<file path="src/pkg/trail_trace_pkg.sv">
package trail_trace_pkg;
  // Register offsets on the host port
  localparam logic [7:0] OFS_RX_CONTROL = 8'hF0;
  localparam logic [7:0] OFS_POINTERS = 8'hF2;
  localparam logic [7:0] OFS_LIVE_STATUS = 8'hF4;
  localparam logic [7:0] OFS_LATCHED_STATUS = 8'hF6;
  localparam logic [7:0] OFS_IRQ_ENABLE = 8'hF8;
  localparam logic [7:0] OFS_RX_ID_PORT = 8'hFC;
  localparam logic [7:0] OFS_EXP_ID_PORT = 8'hFE;

  // Control bit positions
  localparam int BIT_ALIGN_DISABLE = 3;
  localparam int BIT_COMPARE_ENABLE = 2;
  localparam int BIT_INVERT = 1;
  localparam int BIT_REORDER = 0;

  // Pointer register fields
  localparam int EXP_PTR_LSB = 8;
  localparam int RX_PTR_LSB = 0;

  // Status bit positions (live: 2..0, latched/enable: 3..0)
  localparam int BIT_CHANGE = 3;
  localparam int BIT_MISMATCH = 2;
  localparam int BIT_UNSTABLE = 1;
  localparam int BIT_IDLE = 0;

  localparam logic [3:0] CONTROL_RESET = 4'h0;
  localparam logic [3:0] PTR_RESET = 4'h0;
  localparam logic [7:0] BYTE_RESET = 8'h00;

  // Identifier length and persistence counts
  localparam int ID_BYTES = 16;
  localparam int UNSTABLE_COUNT = 8;
  localparam int IDLE_COUNT = 5;
  localparam int BITS_PER_BYTE = 8;

  typedef enum logic [1:0] {
    ALIGN_SEARCH = 2'b01,
    ALIGN_LOCKED = 2'b10
  } align_state_t;
endpackage

</file>
<file path="src/hw/trail_trace_receiver.sv">
// Functional notes
// - Alignment enabled: find multiframe start, store bytes in aligned order.
// - Alignment disabled: store bytes starting from whichever byte arrives first.
// - Compare enable gates received versus expected identifier comparison.
// - Alignment disabled suppresses comparison regardless of compare enable.
// - Invert control inverts every incoming bit before processing.
// - Reorder control puts first bit in stored LSB instead of MSB.
// - Expected pointer in bits 11..8 selects next expected byte accessed.
// - Expected pointer increments per expected access, wrapping F to 0.
// - Received pointer in bits 3..0 selects next received byte read.
// - Received pointer increments per received port read, wrapping F to 0.
// - Mismatch flag is one while received differs from expected identifier.
// - Unstable flag set after eight identifiers matching neither stored nor previous.
// - Idle flag set after five consecutive all-zero identifiers, else cleared.
// - Latched bits set on rising live flags; change bit on identifier update.
// - Interrupt needs latched bit, its enable, and port interrupt enable.
// - Reading received data port returns pointed byte and advances pointer.
`timescale 1ns/1ps
module trail_trace_receiver
  import trail_trace_pkg::*;
#(
  parameter int BUF_DEPTH = 2
) (
  input wire logic clock,
  input wire logic rst,
  input wire logic tt_bit,
  input wire logic tt_valid,
  input wire logic tt_byte_start,
  input wire logic [7:0] host_addr,
  input wire logic host_wr,
  input wire logic host_rd,
  input wire logic [15:0] host_wdata,
  output logic [15:0] host_rdata,
  output logic host_rvalid,
  input wire logic port_irq_enable,
  output logic irq
);
  logic [3:0] control_q;
  logic [3:0] exp_ptr_q;
  logic [3:0] rx_ptr_q;
  logic [3:0] latched_q;
  logic [3:0] irq_en_q;
  logic mismatch_flag_q;
  logic unstable_flag_q;
  logic idle_flag_q;
  logic [ID_BYTES-1:0][7:0] cur_q;
  logic [ID_BYTES-1:0][7:0] prev_q;
  logic [ID_BYTES-1:0][7:0] rx_id_q;
  logic [ID_BYTES-1:0][7:0] exp_id_q;
  logic [3:0] index_q;
  logic frame_done_q;
  logic [3:0] unstable_cnt_q;
  logic [3:0] idle_cnt_q;
  logic updated_q;
  logic prev_mismatch_q;
  logic prev_unstable_q;
  logic prev_idle_q;
  align_state_t state_q;

  logic align_disable;
  logic compare_enable;
  logic compare_active;
  logic asm_valid;
  logic asm_ready;
  logic [8:0] asm_data;
  logic byte_valid;
  logic byte_ready;
  logic [8:0] byte_data;
  logic take;
  logic mas_bit;
  logic store_en;
  logic [3:0] store_idx;
  logic wr_ctl;
  logic wr_ptr;
  logic wr_lat;
  logic wr_ie;
  logic exp_access;
  logic rx_access;
  logic cand_zero;
  logic cand_is_prev;
  logic cand_is_rx;

  assign align_disable = control_q[BIT_ALIGN_DISABLE];
  assign compare_enable = control_q[BIT_COMPARE_ENABLE];
  assign compare_active = compare_enable && !align_disable;

  trace_byte_assembler u_assembler (
    .clock(clock),
    .rst(rst),
    .tt_bit(tt_bit),
    .tt_valid(tt_valid),
    .tt_byte_start(tt_byte_start),
    .invert(control_q[BIT_INVERT]),
    .reorder(control_q[BIT_REORDER]),
    .out_valid(asm_valid),
    .out_data(asm_data),
    .out_ready(asm_ready)
  );

  trace_byte_buffer #(
    .WIDTH(9),
    .DEPTH(BUF_DEPTH)
  ) u_buffer (
    .clock(clock),
    .rst(rst),
    .in_valid(asm_valid),
    .in_ready(asm_ready),
    .in_data(asm_data),
    .out_valid(byte_valid),
    .out_ready(byte_ready),
    .out_data(byte_data)
  );

  // Host decode
  assign wr_ctl = host_wr && host_addr == OFS_RX_CONTROL;
  assign wr_ptr = host_wr && host_addr == OFS_POINTERS;
  assign wr_lat = host_wr && host_addr == OFS_LATCHED_STATUS;
  assign wr_ie = host_wr && host_addr == OFS_IRQ_ENABLE;
  assign exp_access = (host_wr || host_rd) && host_addr == OFS_EXP_ID_PORT;
  assign rx_access = host_rd && host_addr == OFS_RX_ID_PORT;

  // Store stalls while evaluating a finished identifier
  assign byte_ready = !frame_done_q;
  assign take = byte_valid && byte_ready;
  assign mas_bit = byte_data[8];

  // byte with alignment bit set is byte 0
  always_comb begin
    store_en = 1'b0;
    store_idx = index_q;
    if (take) begin
      if (align_disable) begin
        store_en = 1'b1;
      end else if (state_q == ALIGN_SEARCH) begin
        store_en = mas_bit;
        store_idx = 4'h0;
      end else begin
        store_en = (index_q == 4'h0) == mas_bit;
      end
    end
  end

  always_ff @(posedge clock) begin
    if (rst) begin
      state_q <= ALIGN_SEARCH;
      index_q <= 4'h0;
    end else if (wr_ctl) begin
      state_q <= ALIGN_SEARCH;
      index_q <= 4'h0;
    end else if (take) begin
      case (state_q)
        ALIGN_SEARCH: begin
          if (align_disable) begin
            state_q <= ALIGN_LOCKED;
            index_q <= 4'h1;
          end else if (mas_bit) begin
            state_q <= ALIGN_LOCKED;
            index_q <= 4'h1;
          end
        end
        ALIGN_LOCKED: begin
          if (store_en) begin
            index_q <= index_q + 4'h1;
          end else begin
            state_q <= ALIGN_SEARCH;
            index_q <= 4'h0;
          end
        end
        default: begin
          state_q <= ALIGN_SEARCH;
          index_q <= 4'h0;
        end
      endcase
    end
  end

  // Incoming bytes of the identifier being received
  always_ff @(posedge clock) begin
    if (rst) begin
      cur_q <= '0;
      frame_done_q <= 1'b0;
    end else begin
      frame_done_q <= store_en && store_idx == 4'(ID_BYTES - 1);
      if (store_en) begin
        cur_q[store_idx] <= byte_data[7:0];
      end
    end
  end

  assign cand_zero = cur_q == '0;
  assign cand_is_prev = cur_q == prev_q;
  assign cand_is_rx = cur_q == rx_id_q;

  // Accept an identifier seen twice in a row
  always_ff @(posedge clock) begin
    if (rst) begin
      prev_q <= '0;
      rx_id_q <= '0;
      updated_q <= 1'b0;
    end else begin
      updated_q <= 1'b0;
      if (frame_done_q) begin
        prev_q <= cur_q;
        if (cand_is_prev && !cand_is_rx) begin
          rx_id_q <= cur_q;
          updated_q <= 1'b1;
        end
      end
    end
  end

  always_ff @(posedge clock) begin
    if (rst) begin
      unstable_cnt_q <= 4'h0;
      unstable_flag_q <= 1'b0;
    end else if (frame_done_q) begin
      if (cand_is_prev || cand_is_rx) begin
        unstable_cnt_q <= 4'h0;
        unstable_flag_q <= 1'b0;
      end else if (unstable_cnt_q != 4'(UNSTABLE_COUNT)) begin
        unstable_cnt_q <= unstable_cnt_q + 4'h1;
        unstable_flag_q <= unstable_cnt_q == 4'(UNSTABLE_COUNT - 1);
      end
    end
  end

  always_ff @(posedge clock) begin
    if (rst) begin
      idle_cnt_q <= 4'h0;
      idle_flag_q <= 1'b0;
    end else if (frame_done_q) begin
      if (!cand_zero) begin
        idle_cnt_q <= 4'h0;
        idle_flag_q <= 1'b0;
      end else if (idle_cnt_q != 4'(IDLE_COUNT)) begin
        idle_cnt_q <= idle_cnt_q + 4'h1;
        idle_flag_q <= idle_cnt_q == 4'(IDLE_COUNT - 1);
      end
    end
  end

  always_ff @(posedge clock) begin
    if (rst) begin
      mismatch_flag_q <= 1'b0;
    end else begin
      mismatch_flag_q <= compare_active && (rx_id_q != exp_id_q);
    end
  end

  // latch rising edges, set wins over clear
  always_ff @(posedge clock) begin
    if (rst) begin
      latched_q <= 4'h0;
      prev_mismatch_q <= 1'b0;
      prev_unstable_q <= 1'b0;
      prev_idle_q <= 1'b0;
    end else begin
      prev_mismatch_q <= mismatch_flag_q;
      prev_unstable_q <= unstable_flag_q;
      prev_idle_q <= idle_flag_q;
      latched_q <= (latched_q & ~(wr_lat ? host_wdata[3:0] : 4'h0))
        | {updated_q, mismatch_flag_q & ~prev_mismatch_q,
           unstable_flag_q & ~prev_unstable_q, idle_flag_q & ~prev_idle_q};
    end
  end

  always_ff @(posedge clock) begin
    if (rst) begin
      irq <= 1'b0;
    end else begin
      irq <= port_irq_enable && |(latched_q & irq_en_q);
    end
  end

  // Control and enable registers
  always_ff @(posedge clock) begin
    if (rst) begin
      control_q <= CONTROL_RESET;
      irq_en_q <= 4'h0;
    end else begin
      if (wr_ctl) begin
        control_q <= host_wdata[3:0];
      end
      if (wr_ie) begin
        irq_en_q <= host_wdata[3:0];
      end
    end
  end

  always_ff @(posedge clock) begin
    if (rst) begin
      exp_ptr_q <= PTR_RESET;
      rx_ptr_q <= PTR_RESET;
    end else if (wr_ptr) begin
      exp_ptr_q <= host_wdata[EXP_PTR_LSB +: 4];
      rx_ptr_q <= host_wdata[RX_PTR_LSB +: 4];
    end else begin
      // expected pointer wraps F to 0
      if (exp_access) begin
        exp_ptr_q <= exp_ptr_q + 4'h1;
      end
      if (rx_access) begin
        rx_ptr_q <= rx_ptr_q + 4'h1;
      end
    end
  end

  always_ff @(posedge clock) begin
    if (rst) begin
      exp_id_q <= '0;
    end else if (host_wr && host_addr == OFS_EXP_ID_PORT) begin
      exp_id_q[exp_ptr_q] <= host_wdata[7:0];
    end
  end

  // Read data, one cycle after the strobe; unused offsets read zero
  always_ff @(posedge clock) begin
    if (rst) begin
      host_rdata <= 16'h0000;
      host_rvalid <= 1'b0;
    end else begin
      host_rvalid <= host_rd;
      if (host_rd) begin
        case (host_addr)
          OFS_RX_CONTROL: host_rdata <= {12'h000, control_q};
          OFS_POINTERS: host_rdata <= {4'h0, exp_ptr_q, 4'h0, rx_ptr_q};
          OFS_LIVE_STATUS: host_rdata <= {13'h0000, mismatch_flag_q, unstable_flag_q,
                                          idle_flag_q};
          OFS_LATCHED_STATUS: host_rdata <= {12'h000, latched_q};
          OFS_IRQ_ENABLE: host_rdata <= {12'h000, irq_en_q};
          OFS_RX_ID_PORT: host_rdata <= {8'h00, rx_id_q[rx_ptr_q]};
          OFS_EXP_ID_PORT: host_rdata <= {8'h00, exp_id_q[exp_ptr_q]};
          default: host_rdata <= 16'h0000;
        endcase
      end
    end
  end
endmodule // trail_trace_receiver

</file>
<file path="src/hw/trace_byte_assembler.sv">
`timescale 1ns/1ps
module trace_byte_assembler
  import trail_trace_pkg::*;
(
  input wire logic clock,
  input wire logic rst,
  input wire logic tt_bit,
  input wire logic tt_valid,
  input wire logic tt_byte_start,
  input wire logic invert,
  input wire logic reorder,
  output logic out_valid,
  output logic [8:0] out_data,
  input wire logic out_ready
);
  logic [7:0] shift_q;
  logic [7:0] shift_d;
  logic [2:0] count_q;
  logic first_q;
  logic bit_in;
  logic [2:0] count_now;

  assign bit_in = tt_bit ^ invert;
  assign count_now = tt_byte_start ? 3'h0 : count_q;

  // first bit to MSB or LSB
  always_comb begin
    if (reorder) begin
      shift_d = {bit_in, shift_q[7:1]};
    end else begin
      shift_d = {shift_q[6:0], bit_in};
    end
  end

  always_ff @(posedge clock) begin
    if (rst) begin
      shift_q <= 8'h00;
      count_q <= 3'h0;
      first_q <= 1'b0;
    end else if (tt_valid) begin
      shift_q <= shift_d;
      count_q <= count_now + 3'h1;
      if (count_now == 3'h0) begin
        first_q <= bit_in;
      end
    end
  end

  // Byte plus its first (alignment) bit; held until taken
  always_ff @(posedge clock) begin
    if (rst) begin
      out_valid <= 1'b0;
      out_data <= 9'h000;
    end else if (tt_valid && count_now == 3'h7 && (!out_valid || out_ready)) begin
      out_valid <= 1'b1;
      out_data <= {(count_now == 3'h0) ? bit_in : first_q, shift_d};
    end else if (out_ready) begin
      out_valid <= 1'b0;
    end
  end
endmodule // trace_byte_assembler

</file>
<file path="src/hw/trace_byte_buffer.sv">
`timescale 1ns/1ps
module trace_byte_buffer #(
  parameter int WIDTH = 9,
  parameter int DEPTH = 2
) (
  input wire logic clock,
  input wire logic rst,
  input wire logic in_valid,
  output logic in_ready,
  input wire logic [WIDTH-1:0] in_data,
  output logic out_valid,
  input wire logic out_ready,
  output logic [WIDTH-1:0] out_data
);
  localparam int AW = (DEPTH > 1) ? $clog2(DEPTH) : 1;
  logic [WIDTH-1:0] mem_q [DEPTH];
  logic [AW-1:0] wr_q;
  logic [AW-1:0] rd_q;
  logic [AW:0] used_q;
  logic push;
  logic pop;

  assign in_ready = used_q != (AW+1)'(DEPTH);
  assign out_valid = used_q != '0;
  assign out_data = mem_q[rd_q];
  assign push = in_valid && in_ready;
  assign pop = out_valid && out_ready;

  always_ff @(posedge clock) begin
    if (push) begin
      mem_q[wr_q] <= in_data;
    end
  end

  always_ff @(posedge clock) begin
    if (rst) begin
      wr_q <= '0;
      rd_q <= '0;
      used_q <= '0;
    end else begin
      if (push) begin
        wr_q <= (wr_q == AW'(DEPTH - 1)) ? '0 : wr_q + AW'(1);
      end
      if (pop) begin
        rd_q <= (rd_q == AW'(DEPTH - 1)) ? '0 : rd_q + AW'(1);
      end
      used_q <= used_q + (AW+1)'(push) - (AW+1)'(pop);
    end
  end
endmodule // trace_byte_buffer

</file>
<file path="config.mk">
export PLATFORM = sky130hd
export DESIGN_NAME = trail_trace_receiver
export DESIGN_NICKNAME = d
export VERILOG_FILES = /design/src/pkg/trail_trace_pkg.sv /design/src/hw/trail_trace_receiver.sv /design/src/hw/trace_byte_assembler.sv /design/src/hw/trace_byte_buffer.sv
export SDC_FILE = /design/constraint.sdc
export NUM_CORES = 1
export LEC_CHECK = 0
export BUFFER_PORTS_ARGS = -buffer_cell sky130_fd_sc_hd__clkbuf_2
export CORE_ASPECT_RATIO = 1.1
export CORE_MARGIN = 10
export CORE_UTILIZATION = 30
export DETAILED_ROUTE_END_ITERATION = 12
export SLEW_MARGIN = 20
export SYNTH_ARGS = -nofsm -noshare
export SYNTH_HDL_FRONTEND = slang
export SYNTH_HIERARCHICAL = 1
export SYNTH_SLANG_ARGS = --single-unit
</file>
<file path="constraint.sdc">
create_clock -name clock -period 7.1 [get_ports clock]
set_clock_uncertainty 0.15 [all_clocks]
set_input_delay 0.355 -clock clock [delete_from_list [all_inputs] [get_ports clock]]
set_output_delay 0.355 -clock clock [all_outputs]
set_load 0.01 [all_outputs]
</file>
# Word-level counts from Yosys, hierarchy flattened
# Memories as Yosys holds them, arrays and structs flattened. A register that Yosys moved wholly into a read port is not among the register bits.
# Index checks and enable logic that the tools add are counted.
[totals] regBits=598 ram_bits=18 inputBits=32 out_inout_bits=18 elab_cells=234 mem_count=1
[op_classes] n_addsub=10 n_lt_le_gt_ge=5 n_eq_ne=23 n_mux=50 n_bitwise=12 reduce_logical=41
[mem_list] memory="u_buffer.mem_q" words=2 word_bits=9 read_ports=1 rd_ports_with_merged_regs=1 wr=1 line="trace_byte_buffer.sv:16" text="logic [WIDTH-1:0] mem_q [DEPTH];"
[ops] cell="bitwise mux 128 bit" count=2
[ops] cell="== test 128 bit" count=2
[ops] cell="logical NOT 128 bit" count=1
[ops] cell="!= test 128 bit" count=1
[ops] cell="one-hot mux 12 bit (7 select lines)" count=1
[ops] cell="binary-select mux 8 bit (select 4 bit)" count=2
[ops] cell="demux 8 bit (select 4 bit)" count=2
[ops] cell="2-to-1 mux 4 bit" count=15
[ops] cell="== test 8 bit, second input constant" count=7
[ops] cell="2-to-1 mux 8 bit" count=5
[ops] cell="adder 4 x 1 -> 4 bit, second input constant" count=5
[ops] cell="logical AND 1 bit" count=18
[ops] cell="2-to-1 mux 1 bit" count=17
[ops] cell="< comparator 4 x 5 -> 1 bit, second input constant" count=3
[ops] cell="nonzero test 2 bit" count=5
[ops] cell="AND 4 bit" count=2
[ops] cell="== test 4 x 3 -> 1 bit, second input constant" count=2
[ops] cell=">= comparator 4 x 1 -> 1 bit, second input constant" count=2
[ops] cell="one-hot mux 4 bit (2 select lines)" count=1
[ops] cell="AND reduction 2 bit" count=4
[ops] cell="2-to-1 mux 2 bit" count=3
[ops] cell="== test 4 bit, second input constant" count=1
[ops] cell="logical NOT 1 bit" count=4
[ops] cell="logical NOT 4 bit" count=1
[ops] cell="other kinds (25)" count=35

# Depth between registers and ports, before layout
[logic_depth] word_depth=9 ltp_mapped=11 mapped_depth_nobuf=9

# Hierarchy
# Netlist, hierarchy kept.
[modules_own_cells] mod="trail_trace_receiver" instances=1 cells_per_inst=3127 area_each_um2=28063.2 seq_area_each_um2=11370.9
[modules_own_cells] mod="trace_byte_assembler" instances=1 cells_per_inst=102 area_each_um2=965.9 seq_area_each_um2=440.4
[modules_own_cells] mod="trace_byte_buffer" instances=1 cells_per_inst=55 area_each_um2=912.1 seq_area_each_um2=640.6

# Worst setup path before layout
# Ideal clock, no wire load.
[synth_timing] path_kind="flip-flop to flip-flop" start="register (tool-made name)" end="register cur_q[24] (netlist name)" setup_time_ns=0.128 arrival_ns=2.282 required_time_ns=6.822 path_slack_ns=4.541 stages_incl_launch_ff=10 path_buffers=2 period_less_slack_ns=2.559 cell_sequence="dfxtp_1 buf_2 mux2_2 nor3_1 o31a_1 nand2_1 or3b_2 buf_2 mux2i_1 nor2_1"
[synth_lines] item="end signal, assigned by index" line="trail_trace_receiver.sv:185" text="cur_q[store_idx] <= byte_data[7:0];"
[synth_lines] item="end, declared" line="trail_trace_receiver.sv:46" text="logic [ID_BYTES-1:0][7:0] cur_q;"

# Final worst setup path
[layout_timing] start="register cur_q[110] (netlist name)" end="register rx_id_q[78] (netlist name)"
[layout_between] elab_chain_len=4 word_cells_on_any_way=5 cone_classes="2 x eq/ne; 3 x reduce/logical"
[layout_rtl] item="== test 128 bit" line="trail_trace_receiver.sv:192" text="assign cand_is_rx = cur_q == rx_id_q;"
[layout_rtl] item="logical NOT 1 bit" line="trail_trace_receiver.sv:204" text="if (cand_is_prev && !cand_is_rx) begin"
[layout_rtl] item="logical AND 1 bit *" line="trail_trace_receiver.sv:204"
[layout_rtl] item="AND reduction 2 bit (no source line) *"
[layout_rtl] item="end signal, assigned" line="trail_trace_receiver.sv:205" text="rx_id_q <= cur_q;"
[layout_rtl] item="end, declared" line="trail_trace_receiver.sv:48" text="logic [ID_BYTES-1:0][7:0] rx_id_q;"
# Mark *: on every way between the ends. The rest lies on a longest branch, timed or not.
# A chain may end at the register's enable or synchronous reset.

==> results.cfg <==
[cts]
clkTransAtPathRegs_ps = 60
cts_hold_buf = 5
cts_tree = done
clock_sinks = 613
htreeDepth = 3
cts_buffers = 68
cts_resized = 0
cts_root_buf = clkbuf_16
insertion_delay_ps = 630
cts_buffer_depth = 3
post_cts_buffers = 0

[cells_and_area]
final_common_cell = dfxtp_1
drive_gt1_share_pct = 9.91
instances_no_fill = 4480
area_delta_synth_final_pct = 11.0
antenna_cells = 0
finish.net_count = 3189
fin_util_pct = 33.6
layout_common_cells = dfxtp_1, nor2_1, mux2i_1

[routing]
wl_mm = 106
drt-pass1-iter-count = 5
vias = 24700
wl_per_cell_um = 23.6
drt-initial-drc-count = 3298
ant_nets = 0
route.detailed.drc = 0
vias_per_cell = 5.51

[pwr]
switchingPower_w = 0.00288
p_int_w = 0.00594
p_leak_nw = 11.5
p_comb_share_pct = 17.6
p_sw_share_pct = 32.6
p_seq_share_pct = 40.5
peakVddDrop_uv = 488
clkPwrFrac_pct = 41.9
powerDensity_nw_per_um2 = 265

[grt]
grt_pass1_wl_mm = 154
antenna_found_initial = 1
gr-usage-all-layers_pct = 18.1
grt_max_degree = 191
grt_pass1_vias = 22800
grt-ovfl-total = 0

[timing]
hold_viol = 0
setup_viol = 0
max_freq_mhz = 242
fin_ws_ps = 2960
fin_crit_sh_pct = 58.2
tns_ps = 0
finalMaxSlewViolations = 0
holdWs_ps = 32.1
slew_headroom_pct = 32.4
min_period_ps = 4140
rsz0062_at_grt = false
worst_pin_slew_ps = 1000

[place]
pre_cts_ws_ps = 3080
port_buffers = 41
dpl.hpwl_mm = 75.8
dp.cells = 4355
place.gp.congestion = 0.990

[die]
rows = 121
die_h_um = 351
coreArea_um2 = 99000
io_pins = 50
die_w_um = 321
initial_core_util_pct = 30.2
dieArea_um2 = 113000

[logic_synthesis]
synth-compound-area-share_pct = 10.1
synth_edf_count = 18
synthAdderAreaFrac_pct = 0.752
ys.warnings.count = 6
synth_top_family_by_area = simple AND/OR/NAND/NOR gates
yosysTopAreaCellShare_pct = 39.8
syn-instance-count = 3284
synth_cell_types = 75
ys_async_sr_fraction_pct = 0
synth_area_um2 = 29900
synth-main-ff-cell = dfxtp_1
synthXorXnorAreaFrac_pct = 11.3
synth_seq_area_share_pct = 41.6
ys_ff_latch = 613
synth-simple-area-share_pct = 16.1
synth.area.top_cells = dfxtp_1, mux2i_1, xnor2_1, mux4_2, a21oi_1
yosys.area.top_type = dfxtp_1
avgSynthCellArea_um2 = 9.12
synthMuxAreaShare_pct = 15.6

[setup_path]
cp-start-kind = flop
critPathMaxFanout = 66
end_kind = flop
cp.arrival_ps = 4460
critical_path_class = reg2reg
cp_data_required_time_ps = 7420

[min_path]
hold_class = in2reg

[job]
maxCapViolations = 0

[outcome]
status = complete, no violations
[Yosys cell counts, drive strengths merged, types with 7 or more instances]
master / n
nor2: 366
nor4: 93
clkbuf: 223
xnor2: 234
inv: 34
edfxtp: 18
nand3: 147
mux2i: 296
nor3: 7
mux4: 72
buf: 76
mux2: 9
o22ai: 7
nand4: 89
ha: 18
a22oi: 7
dfxtp: 595
nand2: 210
a21oi: 288
and2: 11
o21ai: 184
xor2: 152
nor2b: 23
nand2b: 21
a211oi: 31
[power by group through the flow]
stage                     Clock [W]  Combinational [W]  Sequential, W
after floorplan                   0            0.00118        0.00359
after global placement            0            0.00151        0.00365
after detailed placement          0            0.00150        0.00365
after CTS                   0.00375            0.00151        0.00357
after global routing        0.00388            0.00162        0.00358
final                       0.00369            0.00155        0.00358
[worst max-delay path, cell delays in order, from the launching register on]
cell,delay (ps)
dfxtp_1,770
xnor2_1,190
nand4_1,120
nor4_1,840
and4_1,390
nand3_4,550
buf_4,590
o21ai_0,260
a21oi_1,80
[routing by layer]
metal | GRT usage [%] | part of all wire, % | up-vias
met5 | 0 | 0 | -
met2 | 27.7 | 44 | 1249
li1 | - | - | 11100
met3 | 2.58 | 8.8 | 281
met1 | 23.9 | 41 | 12000
met4 | 11.1 | 6.8 | 0
[final timing paths]
kind	from	depth (start not counted)	end	slack [ps]
setup / recovery	cur_q[110]$_SDFFE_PP0P_	8	rx_id_q[78]$_SDFFE_PP0P_	2960
hold / removal	tt_byte_start	3	u_assembler/count_q[0]$_SDFFE_PP0P_	30
setup reg to reg	cur_q[110]$_SDFFE_PP0P_	8	rx_id_q[78]$_SDFFE_PP0P_	2960
hold reg to reg	u_assembler/out_data[5]$_SDFFE_PP0P_	0	u_buffer/mem_q[0][5]$_DFFE_PP_	310
[state kept, by name (all words and copies together) (netlist names), 8 cells and up, named ones only]
name / cells
u_buffer/mem_q: 18
rx_id_q: 128
u_assembler/shift_q: 8
u_assembler/out_data: 9
prev_q: 128
cur_q: 128
exp_id_q: 128
host_rdata: 12
[stage by stage]
step,cell area [um^2],power (W)
floorplan,30000,0.00476
global placement,30900,0.00516
detailed placement,30900,0.00515
CTS,33200,0.00883
global route,33200,0.00908
finish,33200,0.00882
[area by class of cell]
class / instances / area, um^2
Sequential cell: 613 / 12500
Clock buffer: 91 / 1930
Fill cell: 10200 / 65800
Clock inverter: 29 / 369
Timing Repair Buffer: 81 / 582
Inverter: 34 / 128
Multi-Input combinational cell: 2341 / 16200
Tap cell: 1291 / 1620
[cells by family after synthesis]
family / after synthesis
AOI/OAI and AO/OA: 555
adders and majority gates: 18
buffers and inverters: 333
xor gates and xnor gates: 386
DFF: 613
muxes: 377
other: 1
and+or+nand+nor: 1001
Note: power is estimated with default switching activity, not from simulation.
